### config.mk
export PLATFORM = sky130hd
export DESIGN_NAME = ief_top
export DESIGN_NICKNAME = d
export VERILOG_FILES = /design/src/core/ief_pkg.sv /design/src/core/ief_top.sv
export SDC_FILE = /design/constraint.sdc
export NUM_CORES = 1
export LEC_CHECK = 0
export ABC_CLOCK_PERIOD_IN_PS = 3000
export BUFFER_PORTS_ARGS = -buffer_cell sky130_fd_sc_hd__buf_2
export CAP_MARGIN = 30
export CORE_ASPECT_RATIO = 0.8
export CORE_MARGIN = 4
export CORE_UTILIZATION = 35
export DETAILED_ROUTE_END_ITERATION = 12
export GPL_ROUTABILITY_DRIVEN = 0
export HOLD_SLACK_MARGIN = 0.15
export SLEW_MARGIN = 20
export SYNTH_ARGS = -nofsm -noshare
export SYNTH_HDL_FRONTEND = slang
export SYNTH_SLANG_ARGS = --single-unit
### constraint.sdc
create_clock -name core_clk_in -period 3 [get_ports core_clk_in]
set_clock_uncertainty 0.05 [all_clocks]
set_input_delay 0.75 -clock core_clk_in [delete_from_list [all_inputs] [get_ports core_clk_in]]
set_output_delay 0.75 -clock core_clk_in [all_outputs]
set_load 0.01 [all_outputs]
### src/core/ief_pkg.sv
// Package of register offsets, field positions and carrier types for the interrupt and error block
package ief_pkg;

    // ****************
    // Register offsets
    // ****************
    localparam logic [7:0] IEF_ADDR_IRQ0     = 8'h06;
    localparam logic [7:0] IEF_ADDR_IRQ1     = 8'h07;
    localparam logic [7:0] IEF_ADDR_IRQ0_EN  = 8'h08;
    localparam logic [7:0] IEF_ADDR_IRQ1_EN  = 8'h09;
    localparam logic [7:0] IEF_ADDR_ERROR    = 8'h0a;
    localparam logic [7:0] IEF_ADDR_COLL_POS = 8'h0d;

    // ****************
    // Field positions
    // ****************
    localparam int IEF_BIT_SET      = 7;
    localparam int IEF_BIT_INVERT   = 7;
    localparam int IEF_BIT_PUSHPULL = 7;
    localparam int IEF_BIT_PIN_EN   = 6;
    localparam int IEF_BIT_GLOBAL   = 6;
    localparam int IEF_BIT_ERR_REQ  = 1;
    localparam int IEF_BIT_RX_DONE  = 2;
    localparam int IEF_ERR_NVM      = 7;
    localparam int IEF_ERR_WRMIS    = 6;
    localparam int IEF_ERR_OVL      = 5;
    localparam int IEF_ERR_MINFR    = 4;
    localparam int IEF_ERR_NODATA   = 3;
    localparam int IEF_ERR_COLL     = 2;
    localparam int IEF_ERR_PROT     = 1;
    localparam int IEF_ERR_INTEG    = 0;

    // ****************
    // Reset values and limits
    // ****************
    localparam logic [7:0] IEF_RST_BYTE     = 8'h00;
    localparam logic [6:0] IEF_IRQ0_MASK    = 7'h7f;
    localparam logic [6:0] IEF_IRQ1_MASK    = 7'h3f;
    localparam logic [2:0] IEF_MIN_BITS     = 3'h4;
    localparam logic [1:0] IEF_MIN_BYTES    = 2'h3;

    // Register bus request
    typedef struct packed {
        logic [7:0] addr;
        logic [7:0] wdata;
        logic       wr;
        logic       rd;
    } ief_bus_t;

    // Events from the contactless and memory logic
    typedef struct packed {
        logic [6:0] irq0_src;
        logic [5:0] irq1_src;
        logic       nvm_fault;
        logic       fifo_wr;
        logic       fifo_full;
        logic       crc_tx_window;
        logic       rx_phase;
        logic       auth_active;
        logic       tx_due;
        logic       fifo_empty;
        logic       coll_det;
        logic       coll_in_eof;
        logic [7:0] coll_pos;
        logic       prot_err;
        logic       integ_err;
        logic       frame_end;
        logic       frame_sof;
        logic [2:0] frame_bits;
        logic [1:0] frame_bytes;
        logic       cmd_start;
        logic       rx_cmd_start;
        logic       enter_wait_data;
        logic       err_stored;
        logic       multi_frame_receive;
        logic       disturbance_suppression;
    } ief_evt_t;

endpackage

### src/core/ief_top.sv
// Interrupt enable, request gathering, interrupt pin and contactless error flags
`timescale 1ns/1ps

// Notes on behaviour
// Invert bit set inverts the interrupt pin level.
// Group-0 enable bits gate their request flags into the global request.
// Five timer enables gate timer underflow requests into the global request.
// Card-detect enable gates the card detection request.
// Drive-style bit 1 drives pin both ways, 0 is open drain.
// Pin shows global request only while pin enable is set.
// Memory fault in last memory command sets memory error flag.
// FIFO write during CRC, receive phases or authentication sets misuse flag.
// Misuse flag clears at command start, or in multi-frame only after storing errors.
// Write to full FIFO sets overflow; later writes are discarded.
// Start-of-frame followed by under 4 bits sets short-frame flag.
// Short frame dropped silently; no receive-done request raised.
// With disturbance suppression, frames under 3 bytes are treated alike.
// Short-frame flag clears at receive start or entering wait-for-data.
// Transmit due with empty FIFO sets empty-transmit flag.
// Collision sets collision flag and records first collision position.
// Collision flag clears at receive start or entering wait-for-data.
// Collision inside end-of-frame symbol does not set the flag.
// Error request set when misuse, overflow, protocol, empty or integrity set.
// Request registers: bit 7 selects set or clear for written ones.
// Global request set whenever an enabled request occurs.
// Global is OR of enabled flags; pin is gated then XOR invert.
module ief_top
    import ief_pkg::*;
(
    // Clock and reset
    input  wire logic       core_clk_in,
    input  wire logic       rst_n_in,
    // Register port
    input  wire ief_bus_t   bus_in,
    output logic [7:0]      rdata_out,
    // Block events
    input  wire ief_evt_t   evt_in,
    // Effects back to the datapath
    output logic            fifo_wr_accept_out,
    output logic            rx_done_suppress_out,
    // Interrupt pin
    output logic            irq_pin_out,
    output logic            irq_pin_oe_out
);

    // ****************
    // Storage
    // ****************
    logic [7:0] irq0_en_r;
    logic [7:0] irq1_en_r;
    logic [6:0] irq0_r;
    logic [5:0] irq1_r;
    logic       global_request_r;
    logic [7:0] err_r;
    logic [7:0] coll_pos_r;
    logic [7:0] rdata_r;
    logic       fifo_acc_r;
    logic       rx_sup_r;
    logic       pin_r;
    logic       pin_oe_r;

    // Set/clear decode of a request register write
    function automatic logic [6:0] ief_setclr(input logic [6:0] cur, input logic [7:0] wd,
                                              input logic hit, input logic [6:0] msk);
        logic [6:0] sel;
        sel = hit ? (wd[6:0] & msk) : 7'h00;
        ief_setclr = wd[IEF_BIT_SET] ? (cur | sel) : (cur & ~sel);
    endfunction

    // ****************
    // Register decode
    // ****************
    wire wr_irq0 = bus_in.wr && (bus_in.addr == IEF_ADDR_IRQ0);
    wire wr_irq1 = bus_in.wr && (bus_in.addr == IEF_ADDR_IRQ1);
    wire wr_en0  = bus_in.wr && (bus_in.addr == IEF_ADDR_IRQ0_EN);
    wire wr_en1  = bus_in.wr && (bus_in.addr == IEF_ADDR_IRQ1_EN);

    // ****************
    // Frame checks
    // ****************
    wire short_bits  = evt_in.frame_end && evt_in.frame_sof && (evt_in.frame_bits < IEF_MIN_BITS);
    wire short_bytes = evt_in.frame_end && evt_in.disturbance_suppression
                       && (evt_in.frame_bytes < IEF_MIN_BYTES);
    wire short_frame = short_bits || short_bytes;
    wire rx_clear    = evt_in.rx_cmd_start || evt_in.enter_wait_data;
    wire coll_hit    = evt_in.coll_det && !evt_in.coll_in_eof;
    wire misuse      = evt_in.fifo_wr && (evt_in.crc_tx_window || evt_in.rx_phase
                       || evt_in.auth_active);
    wire wr_clear    = evt_in.multi_frame_receive ? evt_in.err_stored : evt_in.cmd_start;
    wire ovl_hit     = evt_in.fifo_wr && (evt_in.fifo_full || err_r[IEF_ERR_OVL]);

    // ****************
    // Error flags, set wins over clear
    // ****************
    logic [7:0] err_nxt;
    assign err_nxt[IEF_ERR_NVM]    = evt_in.nvm_fault || (err_r[IEF_ERR_NVM] && !evt_in.cmd_start);
    assign err_nxt[IEF_ERR_WRMIS]  = misuse || (err_r[IEF_ERR_WRMIS] && !wr_clear);
    assign err_nxt[IEF_ERR_OVL]    = ovl_hit || (err_r[IEF_ERR_OVL] && !evt_in.cmd_start);
    assign err_nxt[IEF_ERR_MINFR]  = short_frame || (err_r[IEF_ERR_MINFR] && !rx_clear);
    assign err_nxt[IEF_ERR_NODATA] = (evt_in.tx_due && evt_in.fifo_empty)
                                     || (err_r[IEF_ERR_NODATA] && !evt_in.cmd_start);
    assign err_nxt[IEF_ERR_COLL]   = coll_hit || (err_r[IEF_ERR_COLL] && !rx_clear);
    assign err_nxt[IEF_ERR_PROT]   = evt_in.prot_err || (err_r[IEF_ERR_PROT] && !rx_clear);
    assign err_nxt[IEF_ERR_INTEG]  = evt_in.integ_err || (err_r[IEF_ERR_INTEG] && !rx_clear);

    wire coll_first = coll_hit && !err_r[IEF_ERR_COLL];
    wire [7:0] coll_pos_nxt = coll_first ? evt_in.coll_pos : coll_pos_r;

    // ****************
    // Request flags
    // ****************
    wire err_any = err_nxt[IEF_ERR_WRMIS] || err_nxt[IEF_ERR_OVL] || err_nxt[IEF_ERR_PROT]
                   || err_nxt[IEF_ERR_NODATA] || err_nxt[IEF_ERR_INTEG];
    logic [6:0] irq0_src;
    always_comb
    begin
        irq0_src = evt_in.irq0_src;
        irq0_src[IEF_BIT_ERR_REQ] = err_any;
        if (short_frame)
        begin
            irq0_src[IEF_BIT_RX_DONE] = 1'b0;
        end
    end
    wire [6:0] irq0_nxt = ief_setclr(irq0_r, bus_in.wdata, wr_irq0, IEF_IRQ0_MASK) | irq0_src;
    wire [6:0] irq1_full = ief_setclr({1'b0, irq1_r}, bus_in.wdata, wr_irq1, IEF_IRQ1_MASK);
    wire [5:0] irq1_w   = irq1_full[5:0];
    wire [5:0] irq1_nxt = irq1_w | evt_in.irq1_src;

    // ****************
    // Global request and pin
    // ****************
    wire [6:0] en0_hit = irq0_nxt & irq0_en_r[6:0];
    wire [4:0] tmr_hit = irq1_nxt[4:0] & irq1_en_r[4:0];
    wire       low_power_card_detection_hit = irq1_nxt[5] & irq1_en_r[5];
    wire global_request_nxt = (|en0_hit) || (|tmr_hit) || low_power_card_detection_hit;
    wire pin_req   = global_request_nxt && irq1_en_r[IEF_BIT_PIN_EN];
    wire pin_level = pin_req ^ irq0_en_r[IEF_BIT_INVERT];
    wire pin_oe_nxt = irq1_en_r[IEF_BIT_PUSHPULL] ? 1'b1 : !pin_level;

    // ****************
    // Read mux
    // ****************
    logic [7:0] rd_mux;
    always_comb
    begin
        case (bus_in.addr)
            IEF_ADDR_IRQ0:     rd_mux = {1'b0, irq0_r};
            IEF_ADDR_IRQ1:     rd_mux = {1'b0, global_request_r, irq1_r};
            IEF_ADDR_IRQ0_EN:  rd_mux = irq0_en_r;
            IEF_ADDR_IRQ1_EN:  rd_mux = irq1_en_r;
            IEF_ADDR_ERROR:    rd_mux = err_r;
            IEF_ADDR_COLL_POS: rd_mux = coll_pos_r;
            default:           rd_mux = IEF_RST_BYTE;
        endcase
    end

    // ****************
    // Registers
    // ****************
    always_ff @(posedge core_clk_in)
    begin
        if (!rst_n_in)
        begin
            irq0_en_r        <= IEF_RST_BYTE;
            irq1_en_r        <= IEF_RST_BYTE;
            irq0_r           <= IEF_RST_BYTE[6:0];
            irq1_r           <= IEF_RST_BYTE[5:0];
            global_request_r <= 1'b0;
            err_r            <= IEF_RST_BYTE;
            coll_pos_r       <= IEF_RST_BYTE;
            rdata_r          <= IEF_RST_BYTE;
            fifo_acc_r       <= 1'b0;
            rx_sup_r         <= 1'b0;
            pin_r            <= 1'b0;
            pin_oe_r         <= 1'b0;
        end
        else
        begin
            if (wr_en0)
            begin
                irq0_en_r <= bus_in.wdata;
            end
            if (wr_en1)
            begin
                irq1_en_r <= bus_in.wdata;
            end
            irq0_r           <= irq0_nxt;
            irq1_r           <= irq1_nxt;
            global_request_r <= global_request_nxt;
            err_r            <= err_nxt;
            coll_pos_r       <= coll_pos_nxt;
            rdata_r          <= bus_in.rd ? rd_mux : IEF_RST_BYTE;
            fifo_acc_r       <= evt_in.fifo_wr && !ovl_hit;
            rx_sup_r         <= short_frame;
            pin_r            <= pin_level;
            pin_oe_r         <= pin_oe_nxt;
        end
    end

    assign rdata_out            = rdata_r;
    assign fifo_wr_accept_out   = fifo_acc_r;
    assign rx_done_suppress_out = rx_sup_r;
    assign irq_pin_out          = pin_r;
    assign irq_pin_oe_out       = pin_oe_r;

    // ****************
    // Checks
    // ****************
    property p_pin_follow;
        @(posedge core_clk_in) disable iff (!rst_n_in)
        1'b1 |=> irq_pin_out
                 == ((global_request_r && $past(irq1_en_r[IEF_BIT_PIN_EN])) ^ $past(irq0_en_r[IEF_BIT_INVERT]));
    endproperty
    a_pin_follow: assert property (p_pin_follow) else $error("pin level wrong");

    property p_group0;
        @(posedge core_clk_in) disable iff (!rst_n_in)
        |(irq0_r & $past(irq0_en_r[6:0])) |-> global_request_r;
    endproperty
    a_group0: assert property (p_group0) else $error("group0 request lost");

    property p_timer;
        @(posedge core_clk_in) disable iff (!rst_n_in)
        |(irq1_r[4:0] & $past(irq1_en_r[4:0])) |-> global_request_r;
    endproperty
    a_timer: assert property (p_timer) else $error("timer request lost");

    property p_low_power_card_detection;
        @(posedge core_clk_in) disable iff (!rst_n_in)
        (irq1_r[5] && $past(irq1_en_r[5])) |-> global_request_r;
    endproperty
    a_low_power_card_detection: assert property (p_low_power_card_detection) else $error("card detect request lost");

    property p_style;
        @(posedge core_clk_in) disable iff (!rst_n_in)
        $past(irq1_en_r[IEF_BIT_PUSHPULL]) |-> irq_pin_oe_out;
    endproperty
    a_style: assert property (p_style) else $error("push-pull not driven");

    property p_pin_off;
        @(posedge core_clk_in) disable iff (!rst_n_in)
        (!irq1_en_r[IEF_BIT_PIN_EN] && !irq0_en_r[IEF_BIT_INVERT]) ##1 !irq1_en_r[IEF_BIT_PIN_EN] |-> !irq_pin_out;
    endproperty
    a_pin_off: assert property (p_pin_off) else $error("pin active while disabled");

    property p_ovl;
        @(posedge core_clk_in) disable iff (!rst_n_in)
        (evt_in.fifo_wr && evt_in.fifo_full) |=> err_r[IEF_ERR_OVL] && !fifo_wr_accept_out;
    endproperty
    a_ovl: assert property (p_ovl) else $error("overflow not flagged");

    property p_short;
        @(posedge core_clk_in) disable iff (!rst_n_in)
        short_bits |=> err_r[IEF_ERR_MINFR] && rx_done_suppress_out;
    endproperty
    a_short: assert property (p_short) else $error("short frame not flagged");

    property p_eof_coll;
        @(posedge core_clk_in) disable iff (!rst_n_in)
        (evt_in.coll_in_eof && !err_r[IEF_ERR_COLL]) |=> !err_r[IEF_ERR_COLL];
    endproperty
    a_eof_coll: assert property (p_eof_coll) else $error("eof collision flagged");

    property p_nvm_set;
        @(posedge core_clk_in) disable iff (!rst_n_in)
        evt_in.nvm_fault
        |=> err_r[IEF_ERR_NVM];
    endproperty
    a_nvm_set: assert property (p_nvm_set) else $error("memory fault not flagged");

    property p_misuse_set;
        @(posedge core_clk_in) disable iff (!rst_n_in)
        (evt_in.fifo_wr && (evt_in.crc_tx_window || evt_in.rx_phase || evt_in.auth_active))
        |=> err_r[IEF_ERR_WRMIS];
    endproperty
    a_misuse_set: assert property (p_misuse_set) else $error("fifo misuse not flagged");

    property p_misuse_clr;
        @(posedge core_clk_in) disable iff (!rst_n_in)
        (evt_in.cmd_start && !evt_in.multi_frame_receive && !evt_in.fifo_wr)
        |=> !err_r[IEF_ERR_WRMIS];
    endproperty
    a_misuse_clr: assert property (p_misuse_clr) else $error("misuse kept at command start");

    property p_misuse_stored;
        @(posedge core_clk_in) disable iff (!rst_n_in)
        (evt_in.multi_frame_receive && evt_in.err_stored && !evt_in.fifo_wr)
        |=> !err_r[IEF_ERR_WRMIS];
    endproperty
    a_misuse_stored: assert property (p_misuse_stored) else $error("misuse kept after store");

    property p_ovl_drop;
        @(posedge core_clk_in) disable iff (!rst_n_in)
        (err_r[IEF_ERR_OVL] && evt_in.fifo_wr)
        |=> !fifo_wr_accept_out;
    endproperty
    a_ovl_drop: assert property (p_ovl_drop) else $error("write taken after overflow");

    property p_short_bytes;
        @(posedge core_clk_in) disable iff (!rst_n_in)
        (evt_in.frame_end && evt_in.disturbance_suppression && (evt_in.frame_bytes < IEF_MIN_BYTES))
        |=> err_r[IEF_ERR_MINFR] && rx_done_suppress_out;
    endproperty
    a_short_bytes: assert property (p_short_bytes) else $error("short byte frame not flagged");

    property p_no_rx_done;
        @(posedge core_clk_in) disable iff (!rst_n_in)
        (short_frame && !irq0_r[IEF_BIT_RX_DONE] && !wr_irq0)
        |=> !irq0_r[IEF_BIT_RX_DONE];
    endproperty
    a_no_rx_done: assert property (p_no_rx_done) else $error("receive done on short frame");

    property p_short_clr;
        @(posedge core_clk_in) disable iff (!rst_n_in)
        ((evt_in.rx_cmd_start || evt_in.enter_wait_data) && !evt_in.frame_end)
        |=> !err_r[IEF_ERR_MINFR];
    endproperty
    a_short_clr: assert property (p_short_clr) else $error("short frame flag not cleared");

    property p_nodata_set;
        @(posedge core_clk_in) disable iff (!rst_n_in)
        (evt_in.tx_due && evt_in.fifo_empty)
        |=> err_r[IEF_ERR_NODATA];
    endproperty
    a_nodata_set: assert property (p_nodata_set) else $error("empty transmit not flagged");

    property p_coll_set;
        @(posedge core_clk_in) disable iff (!rst_n_in)
        (evt_in.coll_det && !evt_in.coll_in_eof)
        |=> err_r[IEF_ERR_COLL];
    endproperty
    a_coll_set: assert property (p_coll_set) else $error("collision not flagged");

    property p_coll_pos;
        @(posedge core_clk_in) disable iff (!rst_n_in)
        (evt_in.coll_det && !evt_in.coll_in_eof && !err_r[IEF_ERR_COLL])
        |=> coll_pos_r == $past(evt_in.coll_pos);
    endproperty
    a_coll_pos: assert property (p_coll_pos) else $error("first collision position lost");

    property p_coll_clr;
        @(posedge core_clk_in) disable iff (!rst_n_in)
        ((evt_in.rx_cmd_start || evt_in.enter_wait_data) && !evt_in.coll_det)
        |=> !err_r[IEF_ERR_COLL];
    endproperty
    a_coll_clr: assert property (p_coll_clr) else $error("collision flag not cleared");

    property p_err_req;
        @(posedge core_clk_in) disable iff (!rst_n_in)
        (err_r[IEF_ERR_WRMIS] || err_r[IEF_ERR_OVL] || err_r[IEF_ERR_PROT]
         || err_r[IEF_ERR_NODATA] || err_r[IEF_ERR_INTEG])
        |-> irq0_r[IEF_BIT_ERR_REQ];
    endproperty
    a_err_req: assert property (p_err_req) else $error("error request missing");

    property p_req_set;
        @(posedge core_clk_in) disable iff (!rst_n_in)
        (wr_irq0 && bus_in.wdata[IEF_BIT_SET] && bus_in.wdata[IEF_BIT_RX_DONE])
        |=> irq0_r[IEF_BIT_RX_DONE];
    endproperty
    a_req_set: assert property (p_req_set) else $error("software set lost");

    property p_global_cause;
        @(posedge core_clk_in) disable iff (!rst_n_in)
        global_request_r
        |-> (|(irq0_r & $past(irq0_en_r[6:0]))) || (|(irq1_r & $past(irq1_en_r[5:0])));
    endproperty
    a_global_cause: assert property (p_global_cause) else $error("global request without cause");

    property p_open_drain;
        @(posedge core_clk_in) disable iff (!rst_n_in)
        ($past(rst_n_in) && !$past(irq1_en_r[IEF_BIT_PUSHPULL]))
        |-> irq_pin_oe_out != irq_pin_out;
    endproperty
    a_open_drain: assert property (p_open_drain) else $error("open drain drives high");

endmodule

# [Yosys cells after proc, flatten, opt, wreduce, memory -nomap -nowiden]
# Index checks and enable logic that the tools add are counted.
[op_classes] n_reduce_logical=52 magnitude_cmp=2 n_eq_ne=6 mux=8 bitwise=12
[ops] op="8-bit one-hot mux with 6 select lines" n=1
[ops] op="8-bit by 4-bit equality test with 1-bit output (second input constant)" n=4
[ops] op="1-bit logical AND" n=23
[ops] op="1-bit logical OR" n=19
[ops] op="8-bit by 3-bit equality test with 1-bit output (second input constant)" n=2
[ops] op="7-bit bitwise AND" n=2
[ops] op="7-bit two-way mux" n=2
[ops] op="7-bit OR" n=2
[ops] op="6-bit two-way mux" n=2
[ops] op="6-bit OR" n=2
[ops] op="1-bit logical NOT" n=7
[ops] op="7-bit NOT" n=1
[ops] op="7-bit OR reduction" n=1
[ops] op="6-bit bitwise AND" n=1
[ops] op="6-bit NOT" n=1
[ops] op="5-bit bitwise AND" n=1
[ops] op="5-bit OR reduction" n=1
[ops] op="3-bit less-than comparator (second input constant)" n=1
[ops] op="1-bit two-way mux" n=3
[ops] op="2-bit less-than comparator (second input constant)" n=1
[ops] op="2-bit AND reduction" n=1
[ops] op="1-bit bitwise AND" n=1
[ops] op="1-bit bitwise XOR" n=1
[totals] output_inout_bits=12 ff_bits=58

# [Longest topological paths before layout]
[logic_depth] depth_word=17 depth_mapped=8 mapped_depth_nobuf=7

# [Worst setup path before layout]
# OpenSTA, ideal clock, no wires.
[synth_path] path_kind="input port to flip-flop" from="input port bus_in[15] (netlist bit)" to="register pin_oe_r, in the netlist irq_pin_oe_out" setup_ns=0.121 path_slack_ns=0.153 path_buffers=1 cell_stages=8 t_arrival_ns=2.676 cell_sequence="or4_4 buf_6 o31a_1 o31ai_4 o2111ai_2 nor4_4 nand4b_1 nor3b_2"
[synth_between] elab_chain_len=15 elab_cells_between_ends=27 classes_between="eq/ne: 2; mux: 5; bitwise: 12; reduce/logical: 8"
[synth_lines] item="start, declared" line="ief_top.sv:34" text="input wire ief_bus_t bus_in,"
[synth_lines] item="8-bit by 3-bit equality test with 1-bit output (on tied branches)" line="ief_top.sv:73, ief_top.sv:74"
[synth_lines] item="1-bit logical AND (on tied branches)" line="ief_top.sv:73, ief_top.sv:74"
[synth_lines] item="7-bit two-way mux or 6-bit two-way mux (tied branches)" line="ief_top.sv:66" text="sel = hit ? (wd[6:0] & msk) : 7'h00;"
[synth_lines] item="7-bit NOT or 6-bit NOT (tied branches)" line="ief_top.sv:67" text="ief_setclr = wd[IEF_BIT_SET] ? (cur | sel) : (cur & ~sel);"
[synth_lines] item="7-bit bitwise AND or 6-bit bitwise AND (tied branches)" line="ief_top.sv:67"
[synth_lines] item="7-bit two-way mux or 6-bit two-way mux (tied branches)" line="ief_top.sv:67"
[synth_lines] item="7-bit OR or 6-bit OR (tied branches)" line="ief_top.sv:124, ief_top.sv:127"
[synth_lines] item="7-bit bitwise AND or 5-bit bitwise AND (tied branches)" line="ief_top.sv:132, ief_top.sv:133"
[synth_lines] item="7-bit OR reduction or 5-bit OR reduction (tied branches)" line="ief_top.sv:135" text="wire global_request_nxt = (|en0_hit) || (|tmr_hit) || low_power_card_detection_hit;"
[synth_lines] item="1-bit logical OR" line="ief_top.sv:135"
[synth_lines] item="1-bit logical OR *" line="ief_top.sv:135"
[synth_lines] item="1-bit logical AND *" line="ief_top.sv:136" text="wire pin_req = global_request_nxt && irq1_en_r[IEF_BIT_PIN_EN];"
[synth_lines] item="1-bit bitwise XOR *" line="ief_top.sv:137" text="wire pin_level = pin_req ^ irq0_en_r[IEF_BIT_INVERT];"
[synth_lines] item="1-bit logical NOT *" line="ief_top.sv:138" text="wire pin_oe_nxt = irq1_en_r[IEF_BIT_PUSHPULL] ? 1'b1 : !pin_level;"
[synth_lines] item="1-bit two-way mux *" line="ief_top.sv:138"
[synth_lines] item="end signal, assigned" line="ief_top.sv:196" text="pin_oe_r <= pin_oe_nxt;"
[synth_lines] item="end, declared" line="ief_top.sv:60" text="logic pin_oe_r;"
# Mark *: on every way between the ends. The rest lies on a longest branch, timed or not.
# A chain may end at the register's enable or synchronous reset.

# [Worst setup path in the final report]
# Same ends and word-level chain as after synthesis.

==> results.yml <==
outcome:
  status: "finished clean"
synth:
  syn_area_per_cell_um2: 8.93
  yosysSeqAreaShare: 0.417
  yosysWarnings: 0
  synthArstFlopShare: 0
  synth_area_um2: 2790
  synthTopCellsByCount: "dfxtp_1 (58), nor2_1 (49), mux2i_1 (39)"
  ys_types: 51
  postSynthCellCount: 312
  synth_ff_type: "dfxtp_1"
  syn-num-nets: 378
  synth_seq_cells: 58
  yosys-top-cells-area: "dfxtp_1 (42%), mux2i_1 (14%), nor2_1 (6.6%), nand2_1 (4.3%), a31oi_1 (2.5%)"
  synth-edff-count: 0
  synth.most_common_cell: "dfxtp_1"
  synth_area_leader_cell: "dfxtp_1"
  synth_top_area_frac: 0.417
power:
  powerDensity_nw_per_um2: 479
  p_leak_nw: 1.52
  peakVddDrop_v: 0.000326
global_routing:
  grt_pass1_wl_um: 13100
  track_usage: 0.182
  antenna_found_initial: 0
  grt_max_degree: 37
  gr-total-overflow: 0
  first_global_vias: 2589
flow_run:
  drv_cap: 0
layout:
  nets: 461
  stdcell_area_um2: 3510
  num_antenna_cells: 0
  drive_above_1_share: 0.288
  fill_cells: 781
  areaGrowthSynthToFinish_pct: 26.0
cts:
  cts_tree: "done"
  ctsResizeCount: 0
  post_cts_buffers: 0
  clkLatencyLatePin_ns: 0.34
  path_clk_slew_ns: 0.06
  hold_buffers: 0
  numCtsBuffers: 9
  cts.path.max_buffers: 2
  h-tree-depth: 3
  cts_root_buf: "clkbuf_8"
  cts_sinks: 58
routing:
  drc_errors: 0
  wl_per_cell_um: 16.3
  ant_nets: 0
  vias: 2594
  drt_pre_antenna_iters: 4
  vias_per_cell: 5.15
  drt_wl_total_um: 8230
  dr.first_iter.drc_count: 180
sta:
  finalWorstSetupSlack_ns: 0.288
  relSlewSlack: 0.647
  max_freq_ghz: 0.369
  rsz0062_at_grt: "no"
  worstMarginPinSlew_ns: 0.527
  fin_crit_ns: 2.71
  hold_violations: 0
  whs_ns: 0.413
  maxSlewViolCount: 0
  period_share: 0.904
  setup_viol: 0
worst_setup_path:
  critPathArrivalTime_ns: 2.89
  cp.buffers_inverters: 1
  worstSetupEndpointType: "flop"
  cp_top_family: "simple AND/OR/NAND/NOR gates"
  crit_slowest_cell: "or4_4"
  cpPeakStageDelay_ns: 0.59
  start_kind: "primary input"
  required_ns: 3.18
  critPathKind: "in -> reg"
  path_max_fanout: 7
  crit_chain: "buf_2 > or4_4 > o31a_1 > o31ai_4 > o2111ai_2 > nor4_4 > nand4b_1 > nor3b_2"
floorplanning:
  die-area_um2: 9470
  die_y_um: 87.8
  start_util: 0.368
  io_pins: 78
  core_region_area_um2: 7570
  die_w_um: 108
  row_count: 28
place:
  postPlaceCellArea_um2: 3330
  dpl.hpwl_um: 6340
  io_buffers: 74
  post-place-ws_ns: -0.0536
worst_hold_path:
  hold_path_class: "reg -> reg"
-- cells by family (layout without fill, tap and decap cells) --
| group | count (synthesis) | count (layout) | synth area share |
|---|---|---|---|
| compound gates | 64 | 64 | 0.172 |
| simple gates | 126 | 126 | 0.228 |
| mux | 41 | 41 | 0.148 |
| buf+inv | 23 | 110 | 0.0350 |
| flops | 58 | 58 | 0.417 |
-- state kept, by name, summed over array words and instances (netlist names) --
signal and count:
coll_pos_r 8, irq1_r 6, fifo_wr_accept_out 1, irq0_r 7
irq_pin_out 1, irq_pin_oe_out 1, err_r 8, irq0_en_r 8
rdata_out 8, irq1_en_r 8, global_request_r 1, rx_done_suppress_out 1
-- final cells by class --
type / instances / area [µm²] / area share
Multi-Input combinational cell: 231 / 1530 / 0.435
Timing Repair Buffer: 89 / 483 / 0.138
Tap cell: 105 / 131 / 0.0374
Clock inverter: 3 / 40.0 / 0.0114
Sequential cell: 58 / 1160 / 0.331
Clock buffer: 12 / 145 / 0.0413
Inverter: 6 / 22.5 / 0.00641
-- tightest hold or removal path: stages, from the launching register on --
cell	delay, ns
dfxtp_1	0.31
nand2_1	0.05
a21oi_1	0.06
-- routing by layer --
metal  GRT usage  vias up  wire length [µm]
li1            -     1287                 -
met1       0.254     1214              3990
met2       0.276       81              3530
met3      0.0545       12               611
met4      0.0447        0                93
met5           0        -                 0
-- layout by cell type (no fill, tap or decap), types with 4 or more instances in the layout --
master     n
nor2_1    49
clkbuf_8  10
and2_1     7
o21ai_0   12
buf_2     74
nand4_1    7
buf_4     15
mux2i_1   39
nor2b_1    5
dfxtp_1   58
a31oi_1   11
a22oi_1    9
nand2_1   32
nor3_1     4
a21oi_1    9
inv_1      5
-- worst paths after layout --
path / startpoint / to / cells after the start / slack [ns]
worst max-delay path: bus_in[15] / irq_pin_oe_out / 8 / 0.29
worst min-delay path: err_r[4] / err_r[4] / 2 / 0.41
worst max register to register: irq0_r[5] / irq_pin_oe_out / 7 / 1.13
worst min register to register: err_r[4] / err_r[4] / 2 / 0.41
-- metrics by stage --
step / util / cells / power (mW) / setup TNS [ns]
final: 0.464 / 504 / 1.68 / 0
after global routing: 0.464 / 504 / 1.76 / 0
after CTS: 0.464 / 504 / 1.70 / 0
after detailed placement: 0.440 / 489 / 1.01 / -0.0968
after global placement: 0.440 / 489 / 1.01 / -0.0410
after floorplan: - / 312 / 0.916 / 0
-- report_power, final --
part           total (mW)  internal, mW  switching [mW]
clock               0.687         0.399           0.288
combinational       0.179        0.0809          0.0984
sequential          0.815         0.798          0.0172
total                1.68          1.28           0.404
No activity file was read; power rests on OpenSTA's default activity.
